`src/hw/efr_pkg.sv`:
```
// Purpose: shared constants for the E1 framer pin block
// Assumes: core clock at 40 MHz
// Notes: one definition per figure
package efr_pkg;
    localparam int CORE_PERIOD_NS = 25;
    localparam int SYS4_PERIOD_NS = 244;
    localparam int SYS2_PERIOD_NS = 488;
    // Midpoint of the two system clock periods, in core cycles
    localparam int RATE_THRESH_CYC =
        ((SYS4_PERIOD_NS + SYS2_PERIOD_NS) / 2) / CORE_PERIOD_NS;
    localparam int FRAME_BITS = 256;
    localparam int SLOTS = 32;
    localparam int MF_FRAMES = 16;
    localparam int HALF_FRAME = 128;

    localparam logic [6:0] FAS_PATTERN = 7'h1b;
    localparam logic [7:0] TX_FAS_BYTE = 8'h9b;
    localparam logic [7:0] TX_NFAS_BYTE = 8'h5f;
    localparam logic [7:0] TX_MAS_BYTE = 8'h0b;
    localparam logic [7:0] IDLE_BYTE = 8'hd5;
    localparam logic [5:0] CRC_MFAS = 6'h0b;
    localparam logic [3:0] CRC_MFAS_FRAME = 4'hb;
    localparam logic [3:0] CRC_MFAS_LAST = 4'hc;
    localparam logic [4:0] SIG_SLOT = 5'h10;
    localparam logic [7:0] SIG_SLOT_LAST_BIT = 8'h87;

    localparam logic [3:0] ADDR_CTRL = 4'h0;
    localparam logic [3:0] ADDR_STATUS = 4'h4;
    localparam int CTRL_8K_SEL_BIT = 0;
    localparam int CTRL_MF_SRC_BIT = 1;
    localparam int CTRL_SIG_SRC_BIT = 2;
    localparam int CTRL_NRZ_BIT = 3;
    localparam logic [7:0] CTRL_RESET = 8'h01;

    localparam int PIN_COUNT = 11;
    localparam int PIN_SYS_CLK = 0;
    localparam int PIN_LINE_CLK = 1;
    localparam int PIN_RX_A = 2;
    localparam int PIN_RX_B = 3;
    localparam int PIN_FRAME_N = 4;
    localparam int PIN_PAYLOAD = 5;
    localparam int PIN_SLOT_CTRL = 6;
    localparam int PIN_SIG_IN = 7;
    localparam int PIN_TX_MF = 8;
    localparam int PIN_ALARM_N = 9;
    localparam int PIN_PORT_TYPE = 10;
endpackage : efr_pkg

```
`src/hw/efr_pin_sync.sv`:
```
// Purpose: three-stage pin synchroniser with agreement filter
// Assumes: inputs asynchronous to CORE_CLK
// Notes: level changes only when stages two and three agree
`timescale 1ns/100ps
module efr_pin_sync #(
    parameter int WIDTH = 1
) (
    input wire logic CORE_CLK,
    input wire logic RESET,
    input wire logic [WIDTH-1:0] PIN,
    output logic [WIDTH-1:0] LEVEL,
    output logic [WIDTH-1:0] RISE,
    output logic [WIDTH-1:0] FALL
);
    logic [WIDTH-1:0] s1_q, s2_q, s3_q, lvl_q, lvl_d;

    generate
        if (WIDTH < 1) begin : g_bad
            $error("efr_pin_sync needs WIDTH of at least one");
        end
    endgenerate

    always_comb begin
        for (int i = 0; i < WIDTH; i++) begin
            lvl_d[i] = (s2_q[i] == s3_q[i]) ? s3_q[i] : lvl_q[i];
        end
    end

    always_ff @(posedge CORE_CLK) begin
        if (RESET) begin
            s1_q <= '0;
            s2_q <= '0;
            s3_q <= '0;
            lvl_q <= '0;
        end else begin
            s1_q <= PIN;
            s2_q <= s1_q;
            s3_q <= s2_q;
            lvl_q <= lvl_d;
        end
    end

    assign LEVEL = lvl_q;
    assign RISE = lvl_d & ~lvl_q;
    assign FALL = ~lvl_d & lvl_q;
endmodule : efr_pin_sync

```
`src/hw/efr_framer.sv`:
```
// Purpose: E1 framer pin-level backplane and line datapath
// Assumes: framer pins asynchronous, register port on CORE_CLK; line clock well below CORE_CLK / 4
// Notes: AMI coding only, no slip control between the two frame sides
//
// The register offsets and the plain strobed port are this design's own decisions.
`timescale 1ns/100ps
module efr_framer (
    input wire logic CORE_CLK,
    input wire logic RESET,
    input wire logic SYSTEM_CLOCK_IN,
    input wire logic RECOVERED_LINE_CLOCK,
    input wire logic RX_RAIL_A,
    input wire logic RX_RAIL_B,
    input wire logic FRAME_PULSE_IN_N,
    input wire logic TX_PAYLOAD_STREAM_IN,
    input wire logic PER_SLOT_CONTROL_STREAM,
    input wire logic TX_SIGNALLING_STREAM_IN,
    input wire logic TX_MULTIFRAME_BOUNDARY_IN,
    input wire logic TX_ALARM_FORCE_N,
    input wire logic PORT_TYPE_SERIAL,
    input wire logic [3:0] ADDR,
    input wire logic [7:0] WDATA,
    input wire logic WR,
    input wire logic RD,
    output logic [7:0] RDATA,
    output logic TX_RAIL_A,
    output logic TX_RAIL_B,
    output logic EXTRACTED_8K_OUT,
    output logic RX_PAYLOAD_STREAM_OUT,
    output logic RX_SIGNALLING_STREAM_OUT,
    output logic RX_MULTIFRAME_MARKER
);

    logic [efr_pkg::PIN_COUNT-1:0] pins, lvl, rise, fall;

    // Active-low pins enter inverted, so the synchroniser resets to idle
    assign pins = {PORT_TYPE_SERIAL, ~TX_ALARM_FORCE_N,
        ~TX_MULTIFRAME_BOUNDARY_IN, TX_SIGNALLING_STREAM_IN,
        PER_SLOT_CONTROL_STREAM, TX_PAYLOAD_STREAM_IN, ~FRAME_PULSE_IN_N,
        RX_RAIL_B, RX_RAIL_A, RECOVERED_LINE_CLOCK, SYSTEM_CLOCK_IN};

    efr_pin_sync #(.WIDTH(efr_pkg::PIN_COUNT)) u_sync (
        .CORE_CLK(CORE_CLK),
        .RESET(RESET),
        .PIN(pins),
        .LEVEL(lvl),
        .RISE(rise),
        .FALL(fall)
    );

    wire sys_rise = rise[efr_pkg::PIN_SYS_CLK];
    wire ln_rise = rise[efr_pkg::PIN_LINE_CLK];
    wire ln_fall = fall[efr_pkg::PIN_LINE_CLK];
    wire rx_mark = lvl[efr_pkg::PIN_RX_A] | lvl[efr_pkg::PIN_RX_B];

    // Register port
    logic [7:0] ctrl_q, ctrl_d, rdata_q, rdata_d;
    logic is2m_q, is2m_d, aligned_q, aligned_d;
    logic [5:0] per_q, per_d;
    wire sel_8k = ctrl_q[efr_pkg::CTRL_8K_SEL_BIT];
    wire sel_mf = ctrl_q[efr_pkg::CTRL_MF_SRC_BIT];
    wire sel_sig = ctrl_q[efr_pkg::CTRL_SIG_SRC_BIT];
    wire sel_nrz = ctrl_q[efr_pkg::CTRL_NRZ_BIT];

    always_comb begin
        ctrl_d = (WR && ADDR == efr_pkg::ADDR_CTRL) ? WDATA : ctrl_q;
        rdata_d = 8'h00;
        if (RD && ADDR == efr_pkg::ADDR_CTRL) begin
            rdata_d = ctrl_q;
        end else if (RD && ADDR == efr_pkg::ADDR_STATUS) begin
            // Port type shown for the control-port selection
            rdata_d = {5'h00, lvl[efr_pkg::PIN_PORT_TYPE], aligned_q,
                is2m_q};
        end
        // Period of the system clock decides its rate
        per_d = (per_q == 6'h3f) ? per_q : per_q + 6'h01;
        is2m_d = is2m_q;
        if (sys_rise) begin
            per_d = 6'h00;
            is2m_d = (per_q >= 6'(efr_pkg::RATE_THRESH_CYC));
        end
    end

    always_ff @(posedge CORE_CLK) begin
        if (RESET) begin
            ctrl_q <= efr_pkg::CTRL_RESET;
            rdata_q <= 8'h00;
            per_q <= 6'h00;
            is2m_q <= 1'b0;
        end else begin
            ctrl_q <= ctrl_d;
            rdata_q <= rdata_d;
            per_q <= per_d;
            is2m_q <= is2m_d;
        end
    end

    // Backplane side
    logic [7:0] bp_cnt_q, bp_cnt_d, pay_sh_q, pay_sh_d, ctl_sh_q, ctl_sh_d;
    logic [7:0] sig_sh_q, sig_sh_d;
    logic phase_q, phase_d, pay_out_q, pay_out_d, sig_out_q, sig_out_d;
    logic mark_q, mark_d;
    logic [7:0] tx_buf_q [0:31];
    logic [7:0] tx_buf_d [0:31];
    logic [7:0] slot_ctl_q [0:31];
    logic [7:0] slot_ctl_d [0:31];
    logic [3:0] tx_sig_q [0:31];
    logic [3:0] tx_sig_d [0:31];
    logic [7:0] rx_buf_q [0:31];
    logic [3:0] rx_sig_q [0:31];
    logic [3:0] crc_frm_q, cas_frm_q;
    wire fp_low = lvl[efr_pkg::PIN_FRAME_N];
    // At 4.096 MHz every second rising edge carries a bit, counted
    // from the edge that sees the frame pulse
    wire bp_tick = sys_rise & (is2m_q | phase_q | fp_low);

    always_comb begin
        logic [7:0] rx_byte;
        rx_byte = 8'h00;
        bp_cnt_d = bp_cnt_q;
        phase_d = phase_q;
        pay_sh_d = pay_sh_q;
        ctl_sh_d = ctl_sh_q;
        sig_sh_d = sig_sh_q;
        pay_out_d = pay_out_q;
        sig_out_d = sig_out_q;
        mark_d = mark_q;
        tx_buf_d = tx_buf_q;
        slot_ctl_d = slot_ctl_q;
        tx_sig_d = tx_sig_q;
        if (sys_rise) begin
            phase_d = fp_low ? 1'b0 : ~phase_q;
        end
        if (bp_tick) begin
            // MSB first: bit 7 lands in sh[7]
            pay_sh_d = {pay_sh_q[6:0], lvl[efr_pkg::PIN_PAYLOAD]};
            ctl_sh_d = {ctl_sh_q[6:0], lvl[efr_pkg::PIN_SLOT_CTRL]};
            sig_sh_d = {sig_sh_q[6:0], lvl[efr_pkg::PIN_SIG_IN]};
            if (bp_cnt_q[2:0] == 3'h7) begin
                tx_buf_d[bp_cnt_q[7:3]] = pay_sh_d;
                slot_ctl_d[bp_cnt_q[7:3]] = ctl_sh_d;
                if (!sel_sig) begin
                    // Lower nibble dropped
                    tx_sig_d[bp_cnt_q[7:3]] = sig_sh_d[7:4];
                end
            end
            // Frame pulse restarts the count for every stream
            bp_cnt_d = fp_low ? 8'h00 : bp_cnt_q + 8'h01;
            rx_byte = rx_buf_q[bp_cnt_d[7:3]];
            pay_out_d = rx_byte[3'h7 - bp_cnt_d[2:0]];
            rx_byte = {rx_sig_q[bp_cnt_d[7:3]], rx_sig_q[bp_cnt_d[7:3]]};
            sig_out_d = rx_byte[3'h7 - bp_cnt_d[2:0]];
            if (fp_low) begin
                // Held one frame, decided per frame
                mark_d = sel_mf ? (crc_frm_q == 4'h0)
                                : (cas_frm_q == 4'h0);
            end
        end
    end

    always_ff @(posedge CORE_CLK) begin
        if (RESET) begin
            bp_cnt_q <= 8'h00;
            phase_q <= 1'b0;
            pay_sh_q <= 8'h00;
            ctl_sh_q <= 8'h00;
            sig_sh_q <= 8'h00;
            pay_out_q <= 1'b1;
            sig_out_q <= 1'b1;
            mark_q <= 1'b0;
            for (int i = 0; i < efr_pkg::SLOTS; i++) begin
                tx_buf_q[i] <= 8'hff;
                slot_ctl_q[i] <= 8'h00;
                tx_sig_q[i] <= 4'hf;
            end
        end else begin
            bp_cnt_q <= bp_cnt_d;
            phase_q <= phase_d;
            pay_sh_q <= pay_sh_d;
            ctl_sh_q <= ctl_sh_d;
            sig_sh_q <= sig_sh_d;
            pay_out_q <= pay_out_d;
            sig_out_q <= sig_out_d;
            mark_q <= mark_d;
            tx_buf_q <= tx_buf_d;
            slot_ctl_q <= slot_ctl_d;
            tx_sig_q <= tx_sig_d;
        end
    end

    // Line receive
    logic [7:0] rx_cnt_q, rx_cnt_d, rx_sh_q, rx_sh_d;
    logic [5:0] crc_sh_q, crc_sh_d;
    logic [3:0] crc_frm_d, cas_frm_d;
    logic [7:0] rx_buf_d [0:31];
    logic [3:0] rx_sig_d [0:31];
    logic ext8k_q, ext8k_d;

    always_comb begin
        rx_cnt_d = rx_cnt_q;
        rx_sh_d = rx_sh_q;
        crc_sh_d = crc_sh_q;
        crc_frm_d = crc_frm_q;
        cas_frm_d = cas_frm_q;
        aligned_d = aligned_q;
        rx_buf_d = rx_buf_q;
        rx_sig_d = rx_sig_q;
        if (ln_rise) begin
            // Either rail carries a mark, RZ or NRZ
            rx_sh_d = {rx_sh_q[6:0], rx_mark};
            rx_cnt_d = rx_cnt_q + 8'h01;
            if (!aligned_q && rx_sh_d[6:0] == efr_pkg::FAS_PATTERN) begin
                rx_cnt_d = 8'h08;
                aligned_d = 1'b1;
                rx_buf_d[0] = rx_sh_d;
            end else if (rx_cnt_q[2:0] == 3'h7) begin
                rx_buf_d[rx_cnt_q[7:3]] = rx_sh_d;
            end
            if (rx_cnt_q == 8'h07 && rx_sh_d[6]) begin
                crc_sh_d = {crc_sh_q[4:0], rx_sh_d[7]};
                if (crc_sh_d == efr_pkg::CRC_MFAS) begin
                    crc_frm_d = efr_pkg::CRC_MFAS_FRAME;
                end
            end
            if (rx_cnt_q == efr_pkg::SIG_SLOT_LAST_BIT) begin
                if (rx_sh_d[7:4] == 4'h0) begin
                    cas_frm_d = 4'h0;
                end else if (cas_frm_q != 4'h0) begin
                    rx_sig_d[{1'b0, cas_frm_q}] = rx_sh_d[7:4];
                    rx_sig_d[{1'b1, cas_frm_q}] = rx_sh_d[3:0];
                end
            end
            if (rx_cnt_q == 8'hff) begin
                crc_frm_d = crc_frm_q + 4'h1;
                cas_frm_d = cas_frm_q + 4'h1;
            end
        end
        // Frame-aligned divide by 256
        ext8k_d = !sel_8k || (rx_cnt_q < 8'(efr_pkg::HALF_FRAME));
    end

    always_ff @(posedge CORE_CLK) begin
        if (RESET) begin
            rx_cnt_q <= 8'h00;
            rx_sh_q <= 8'h00;
            crc_sh_q <= 6'h00;
            crc_frm_q <= 4'h1;
            cas_frm_q <= 4'h1;
            aligned_q <= 1'b0;
            ext8k_q <= 1'b1;
            for (int i = 0; i < efr_pkg::SLOTS; i++) begin
                rx_buf_q[i] <= 8'hff;
                rx_sig_q[i] <= 4'hf;
            end
        end else begin
            rx_cnt_q <= rx_cnt_d;
            rx_sh_q <= rx_sh_d;
            crc_sh_q <= crc_sh_d;
            crc_frm_q <= crc_frm_d;
            cas_frm_q <= cas_frm_d;
            aligned_q <= aligned_d;
            ext8k_q <= ext8k_d;
            rx_buf_q <= rx_buf_d;
            rx_sig_q <= rx_sig_d;
        end
    end

    // Line transmit
    logic [7:0] tx_cnt_q, tx_cnt_d, tx_byte;
    logic [3:0] tx_frm_q, tx_frm_d;
    logic mf_pend_q, mf_pend_d, pol_q, pol_d, rail_a_q, rail_a_d;
    logic rail_b_q, rail_b_d, tx_mark;
    wire [4:0] tx_slot = tx_cnt_q[7:3];

    always_comb begin
        tx_byte = tx_buf_q[tx_slot];
        if (slot_ctl_q[tx_slot][0]) begin
            tx_byte = efr_pkg::IDLE_BYTE;
        end
        if (tx_slot == 5'h00) begin
            tx_byte = efr_pkg::TX_NFAS_BYTE;
            if (!tx_frm_q[0]) begin
                tx_byte = efr_pkg::TX_FAS_BYTE;
            end else if (tx_frm_q < efr_pkg::CRC_MFAS_LAST) begin
                tx_byte[7] = efr_pkg::CRC_MFAS[3'h5 - tx_frm_q[3:1]];
            end
        end else if (tx_slot == efr_pkg::SIG_SLOT && !sel_sig) begin
            tx_byte = {tx_sig_q[{1'b0, tx_frm_q}],
                tx_sig_q[{1'b1, tx_frm_q}]};
            if (tx_frm_q == 4'h0) begin
                tx_byte = efr_pkg::TX_MAS_BYTE;
            end
        end
        // All ones while the alarm input is low
        tx_mark = tx_byte[3'h7 - tx_cnt_q[2:0]] | lvl[efr_pkg::PIN_ALARM_N];
        tx_cnt_d = tx_cnt_q;
        tx_frm_d = tx_frm_q;
        pol_d = pol_q;
        rail_a_d = rail_a_q;
        rail_b_d = rail_b_q;
        // New boundary survives a same-cycle frame end
        mf_pend_d = rise[efr_pkg::PIN_TX_MF] |
            (mf_pend_q & ~(ln_rise && tx_cnt_q == 8'hff));
        if (ln_rise) begin
            tx_cnt_d = tx_cnt_q + 8'h01;
            if (tx_cnt_q == 8'hff) begin
                // Free-running unless a boundary is pending
                tx_frm_d = mf_pend_q ? 4'h0 : tx_frm_q + 4'h1;
            end
            // Marks alternate between the two rails
            rail_a_d = tx_mark & ~pol_q;
            rail_b_d = tx_mark & pol_q;
            pol_d = pol_q ^ tx_mark;
        end else if (ln_fall && !sel_nrz) begin
            rail_a_d = 1'b0; // RZ returns to zero mid-bit
            rail_b_d = 1'b0;
        end
    end

    always_ff @(posedge CORE_CLK) begin
        if (RESET) begin
            tx_cnt_q <= 8'h00;
            tx_frm_q <= 4'h0;
            mf_pend_q <= 1'b0;
            pol_q <= 1'b0;
            rail_a_q <= 1'b0;
            rail_b_q <= 1'b0;
        end else begin
            tx_cnt_q <= tx_cnt_d;
            tx_frm_q <= tx_frm_d;
            mf_pend_q <= mf_pend_d;
            pol_q <= pol_d;
            rail_a_q <= rail_a_d;
            rail_b_q <= rail_b_d;
        end
    end

    assign RDATA = rdata_q;
    assign TX_RAIL_A = rail_a_q;
    assign TX_RAIL_B = rail_b_q;
    assign EXTRACTED_8K_OUT = ext8k_q;
    assign RX_PAYLOAD_STREAM_OUT = pay_out_q;
    assign RX_SIGNALLING_STREAM_OUT = sig_out_q;
    assign RX_MULTIFRAME_MARKER = mark_q;
endmodule : efr_framer

```
`config.mk`:
```
export PLATFORM = sky130hd
export DESIGN_NAME = efr_framer
export DESIGN_NICKNAME = d
export VERILOG_FILES = /design/src/hw/efr_pkg.sv /design/src/hw/efr_pin_sync.sv /design/src/hw/efr_framer.sv
export SDC_FILE = /design/constraint.sdc
export NUM_CORES = 2
export LEC_CHECK = 0
export BUFFER_PORTS_ARGS = -buffer_cell sky130_fd_sc_hd__buf_4
export CORE_UTILIZATION = 62
export CTS_CLUSTER_DIAMETER = 80
export CTS_CLUSTER_SIZE = 24
export DETAILED_ROUTE_END_ITERATION = 16
export PLACE_DENSITY = 0.79
export SLEW_MARGIN = 20
export SYNTH_ARGS = -nofsm -noshare
export SYNTH_HDL_FRONTEND = slang
export SYNTH_SLANG_ARGS = --single-unit
```
`constraint.sdc`:
```
create_clock -name CORE_CLK -period 3.88 [get_ports CORE_CLK]
set_input_delay 0.97 -clock CORE_CLK [delete_from_list [all_inputs] [get_ports CORE_CLK]]
set_output_delay 0.97 -clock CORE_CLK [all_outputs]
set_load 0.01 [all_outputs]
```
==> results by group <==
Placed design
  – Dpl ws: around 320 ps
  – Placed insts: 5472
  – Final GP Congestion: around 0.9
  – Port Buf Inserts: 40
  – Placed wire-length estimate: 72750 um

Clock tree
  – Clk sinks: 939
  – Post-CTS sizing: 0
  – Num CTS Buffers: 47
  – Clock buffer depth: 3
  – # hold bufs at CTS: 0
  – H-tree depth: 2
  – Post-CTS setup buffers: 0
  – CTS tree: built
  – Reg clk slew, reported paths: about 100 ps
  – Skew-Pair Late Insertion Delay: 660 ps
  – Root Driver: clkbuf_16

Setup path
  – Worst path max stage delay: a little over 600 ps
  – WP buf/inv: 1
  – CP Cell Sequence: buf_12, mux4_2, mux4_2, mux2_4, o31ai_1, o221ai_1, nor4b_2, a211oi_1, ha_1, a211oi_1
  – CP Class: flop to flop
  – Worst EP required: ~4400 ps
  – Crit path capture type: flop
  – Type of origin of the critical path: flop
  – CP Data Arrival Time: 4220 ps
  – Worst r2r src: tx_cnt_q[4]$_SDFFE_PP0P_
  – CP Max Fanout: 31
  – CP top delay family: multiplexers
  – Worst reg-to-reg path cell count: 10
  – Worst reg2reg endpoint: pol_q$_SDFFE_PP0P_
  – Reg2Reg Setup Slack: roughly 220 ps
  – CP max-delay cell: dfxtp_4

Global route
  – Largest net degree at the start of global routing: 161
  – Total GRT Usage: between 30% and 40%
  – Number of global-route vias before repair: between 30000 and 40000
  – First-pass GRT wire length: approximately 180000 um
  – GRT overflow: 0
  – Antenna violations before repair: 1

Drt
  – Per-cell routed wire length: approximately 21 um
  – DRC: 0
  – Drt pass-1 iters: 6
  – Via-per-instance ratio: ~6.4
  – Antenna-violating nets left: 0
  – DR vias: 35315
  – Initial drt markers: 5099
  – Final WL: 115000 um

Timing
  – Final period util: between 90% and 100%
  – Fmax: roughly 270 MHz
  – WHS: ~440 ps
  – RSZ-0062 raised after global routing: no
  – Fin. Hold Viols: 0
  – Max-slew violation count: 0
  – Post-route setup slack: about 220 ps
  – Slew @ Worst Pin: about 1000 ps
  – Setup TNS: 0 ps
  – Final Skew: around 47 ps
  – Worst rel slew slack: between 30 and 40%
  – Final Critical Period: 3665 ps
  – Final setup vio count: 0

Logic synthesis
  – Async SR Flop Fraction: 0%
  – Syn avg cell area: slightly above 8 um2
  – Yosys cell types: 69
  – Syn_nets: slightly below 5000
  – EDFF count, synth: 0
  – Synth warn: 0
  – Cell taking the most area after synthesis: dfxtp_1
  – Post-Syn Area: 40630 um2
  – Flops & latches, synth: 939
  – Top FF cell, synth: dfxtp_1
  – Ranking of synthesized cells by area: dfxtp_1 46%, nand2_1 15%, mux4_2 6.9%
  – Top-area cell type share of the netlist area: between 40% and 50%
  – Syn Inst Count: between 4000 and 5000
  – Seq/Total Area, Yosys: a little under half

Power and ir drop
  – P_sw: around 0.0034 W
  – Maximum VDD drop: about 0.44 mV
  – Sw Share: a little over a fifth
  – Pwr Density: about 360 nW/um2
  – Internal power: 0.01212 W
  – Reg power frac: between 60 and 70%
  – Logic pwr share: ~1.5%
  – Clock power share: 36.3%
  – Static Leak: ~18 nW

Final layout
  – Diode count: 0
  – FILL cells: 5273
  – Final net count: roughly 4700
  – Finished Core Util: about 66%
  – Fin cells: between 5000 and 6000
  – Area Growth Syn to Fin: 5.033%
  – Ratio of cells with drive above 1 in the final layout: 8.118%

Floorplan
  – Initial Util: 62.91%
  – Top-Level Pins: 41
  – # rows: between 90 and 100
  – Die Area: between 60000 and 70000 um2
  – Area of the core: between 60000 and 70000 um2
  – Die X-Extent: roughly 260 um
  – Die height: about 260 um

Hold path
  – Hold crit path type: flop to flop
  – Worst Hold Path EP: sig_sh_q[6]$_SDFFE_PP0P_
  – Worst hold stages: 2
  – Hold wc startpoint: sig_sh_q[5]$_SDFFE_PP0P_

Run
  – Max cap viols: 0

Status
  – Status: finished clean
## power by group through the flow
stage	combinational [W]	sequential, W	clock (W)
global route	0.000254	0.00966	0.00597
floorplan	0.000163	0.00988	0
CTS	0.000233	0.00966	0.00566
detailed placement	0.000232	0.00988	0
global placement	0.000233	0.00988	0
finish	0.000237	0.00966	0.00563
## synthesized netlist by cell type, types with 5 or more instances
| cell type | instances |
|---|---|
| nor2b_1 | 52 |
| or3_1 | 10 |
| and2_1 | 9 |
| a31oi_1 | 20 |
| nand2b_1 | 15 |
| nor3_1 | 25 |
| xnor2_1 | 8 |
| xor2_1 | 9 |
| or2_2 | 19 |
| a21oi_1 | 161 |
| a311oi_1 | 26 |
| buf_1 | 21 |
| a211oi_1 | 12 |
| clkbuf_1 | 307 |
| nand2_1 | 1585 |
| and3_1 | 33 |
| buf_2 | 67 |
| dfxtp_1 | 939 |
| a221oi_1 | 37 |
| buf_4 | 10 |
| a22oi_1 | 15 |
| o21ai_0 | 164 |
| nor2_1 | 179 |
| buf_6 | 6 |
| mux2i_1 | 171 |
| o211ai_1 | 184 |
| nand4_1 | 18 |
| inv_1 | 21 |
| nor4_1 | 8 |
| mux4_2 | 125 |
| o31ai_1 | 5 |
| mux2_2 | 5 |
| nand3b_1 | 5 |
| nand3_1 | 536 |
| nor2_2 | 10 |
| ha_1 | 19 |
## sequential cells by signal, indices dropped and copies added, names as in the netlist, 4 cells and up
register      cells
rx_buf_q        256
tx_buf_q        256
rx_sig_q        128
tx_sig_q        128
slot_ctl_q       32
u_sync.LEVEL     11
u_sync.s1_q      11
u_sync.s2_q      11
u_sync.s3_q      11
RDATA             8
bp_cnt_q          8
ctrl_q            8
rx_cnt_q          8
tx_cnt_q          8
pay_sh_q          7
rx_sh_q           7
sig_sh_q          7
per_q             6
crc_sh_q          5
cas_frm_q         4
crc_frm_q         4
tx_frm_q          4
## how the worst max path moves through the flow
stage	cells past startpoint	endpoint	slack, ps	start
3_5_place_dp	9	pol_q$_SDFFE_PP0P_	320	tx_cnt_q[4]$_SDFFE_PP0P_
3_3_place_gp	10	pol_q$_SDFFE_PP0P_	360	tx_cnt_q[4]$_SDFFE_PP0P_
4_1_cts	9	pol_q$_SDFFE_PP0P_	290	tx_cnt_q[4]$_SDFFE_PP0P_
5_1_grt	9	RX_PAYLOAD_STREAM_OUT$_SDFFE_PP1P_	110	bp_cnt_q[3]$_SDFFE_PP0P_
2_1_floorplan	11	pol_q$_SDFFE_PP0P_	720	tx_cnt_q[3]$_SDFFE_PP0P_
6_report	10	pol_q$_SDFFE_PP0P_	220	tx_cnt_q[4]$_SDFFE_PP0P_
## stage by stage
stage          total power [W]  area, um2
2_1_floorplan          0.01004      40630
3_3_place_gp           0.01011      41280
3_5_place_dp           0.01011      41280
4_1_cts                0.01555      42670
5_1_grt                0.01588      42670
6_report               0.01553      42670
## metal layers
layer / share of wire, % / track usage (%)
met1: 42 / 48.13
met5: 0 / 0
met3: 11 / 5.654
met2: 45 / 52.37
met4: 3.2 / 11.49
## cell families (layout without fill, tap and decap cells)
kind of cell / Yosys count / count (layout) / share of synthesized area, %
AO/OA/AOI/OAI: 657 / 657 / 10.35
multiplexers: 305 / 305 / 11.51
adder cells (fa/ha/maj): 19 / 19 / 0.5852
AND/OR/NAND/NOR: 2524 / 2524 / 26.45
buffers and inverters: 434 / 219 / 4.420
XOR/XNOR: 18 / 18 / 0.4066
flip-flops: 939 / 939 / 46.27
## worst min-delay path: stages, from the launching register on
cell and delay [ps]:
dfxtp_1 320, nand2_1 50, a21oi_1 50
## area by class of cell
class | count | area [um2] | share of cell area (%)
multi-input cells | 3523 | 20110 | 47.12
flip-flops and latches | 939 | 18820 | 44.10
clock buffers | 54 | 1255 | 2.941
repair buffers | 132 | 1195 | 2.800
well taps | 855 | 1070 | 2.507
clock inverters | 10 | 132.6 | 0.3108
inverters | 23 | 93.84 | 0.2199
## layout by cell type, fill, tap and decap left out, types with 4 or more instances in the layout
master,instances
xnor2_1,8
o2111ai_1,4
nor2_2,11
buf_4,115
nor2b_1,51
mux4_2,125
nor3_1,25
dfxtp_1,930
o31ai_1,4
or2_2,19
a22oi_1,15
and3_1,33
nand2b_1,15
mux2i_1,168
buf_12,16
o211ai_1,184
dfxtp_2,6
and2_1,9
a221oi_1,37
or3_1,10
xor2_1,9
clkbuf_16,49
o21ai_0,164
a21o_1,4
a31oi_1,20
a211oi_1,12
ha_1,19
a311oi_1,26
clkbuf_1,4
inv_1,21
nand2_1,1585
a21oi_1,161
nand4_1,18
mux2_2,4
nor2_1,177
nand3b_1,5
nand3_1,536
nor4_1,8
No activity file was read; power rests on OpenSTA's default activity.
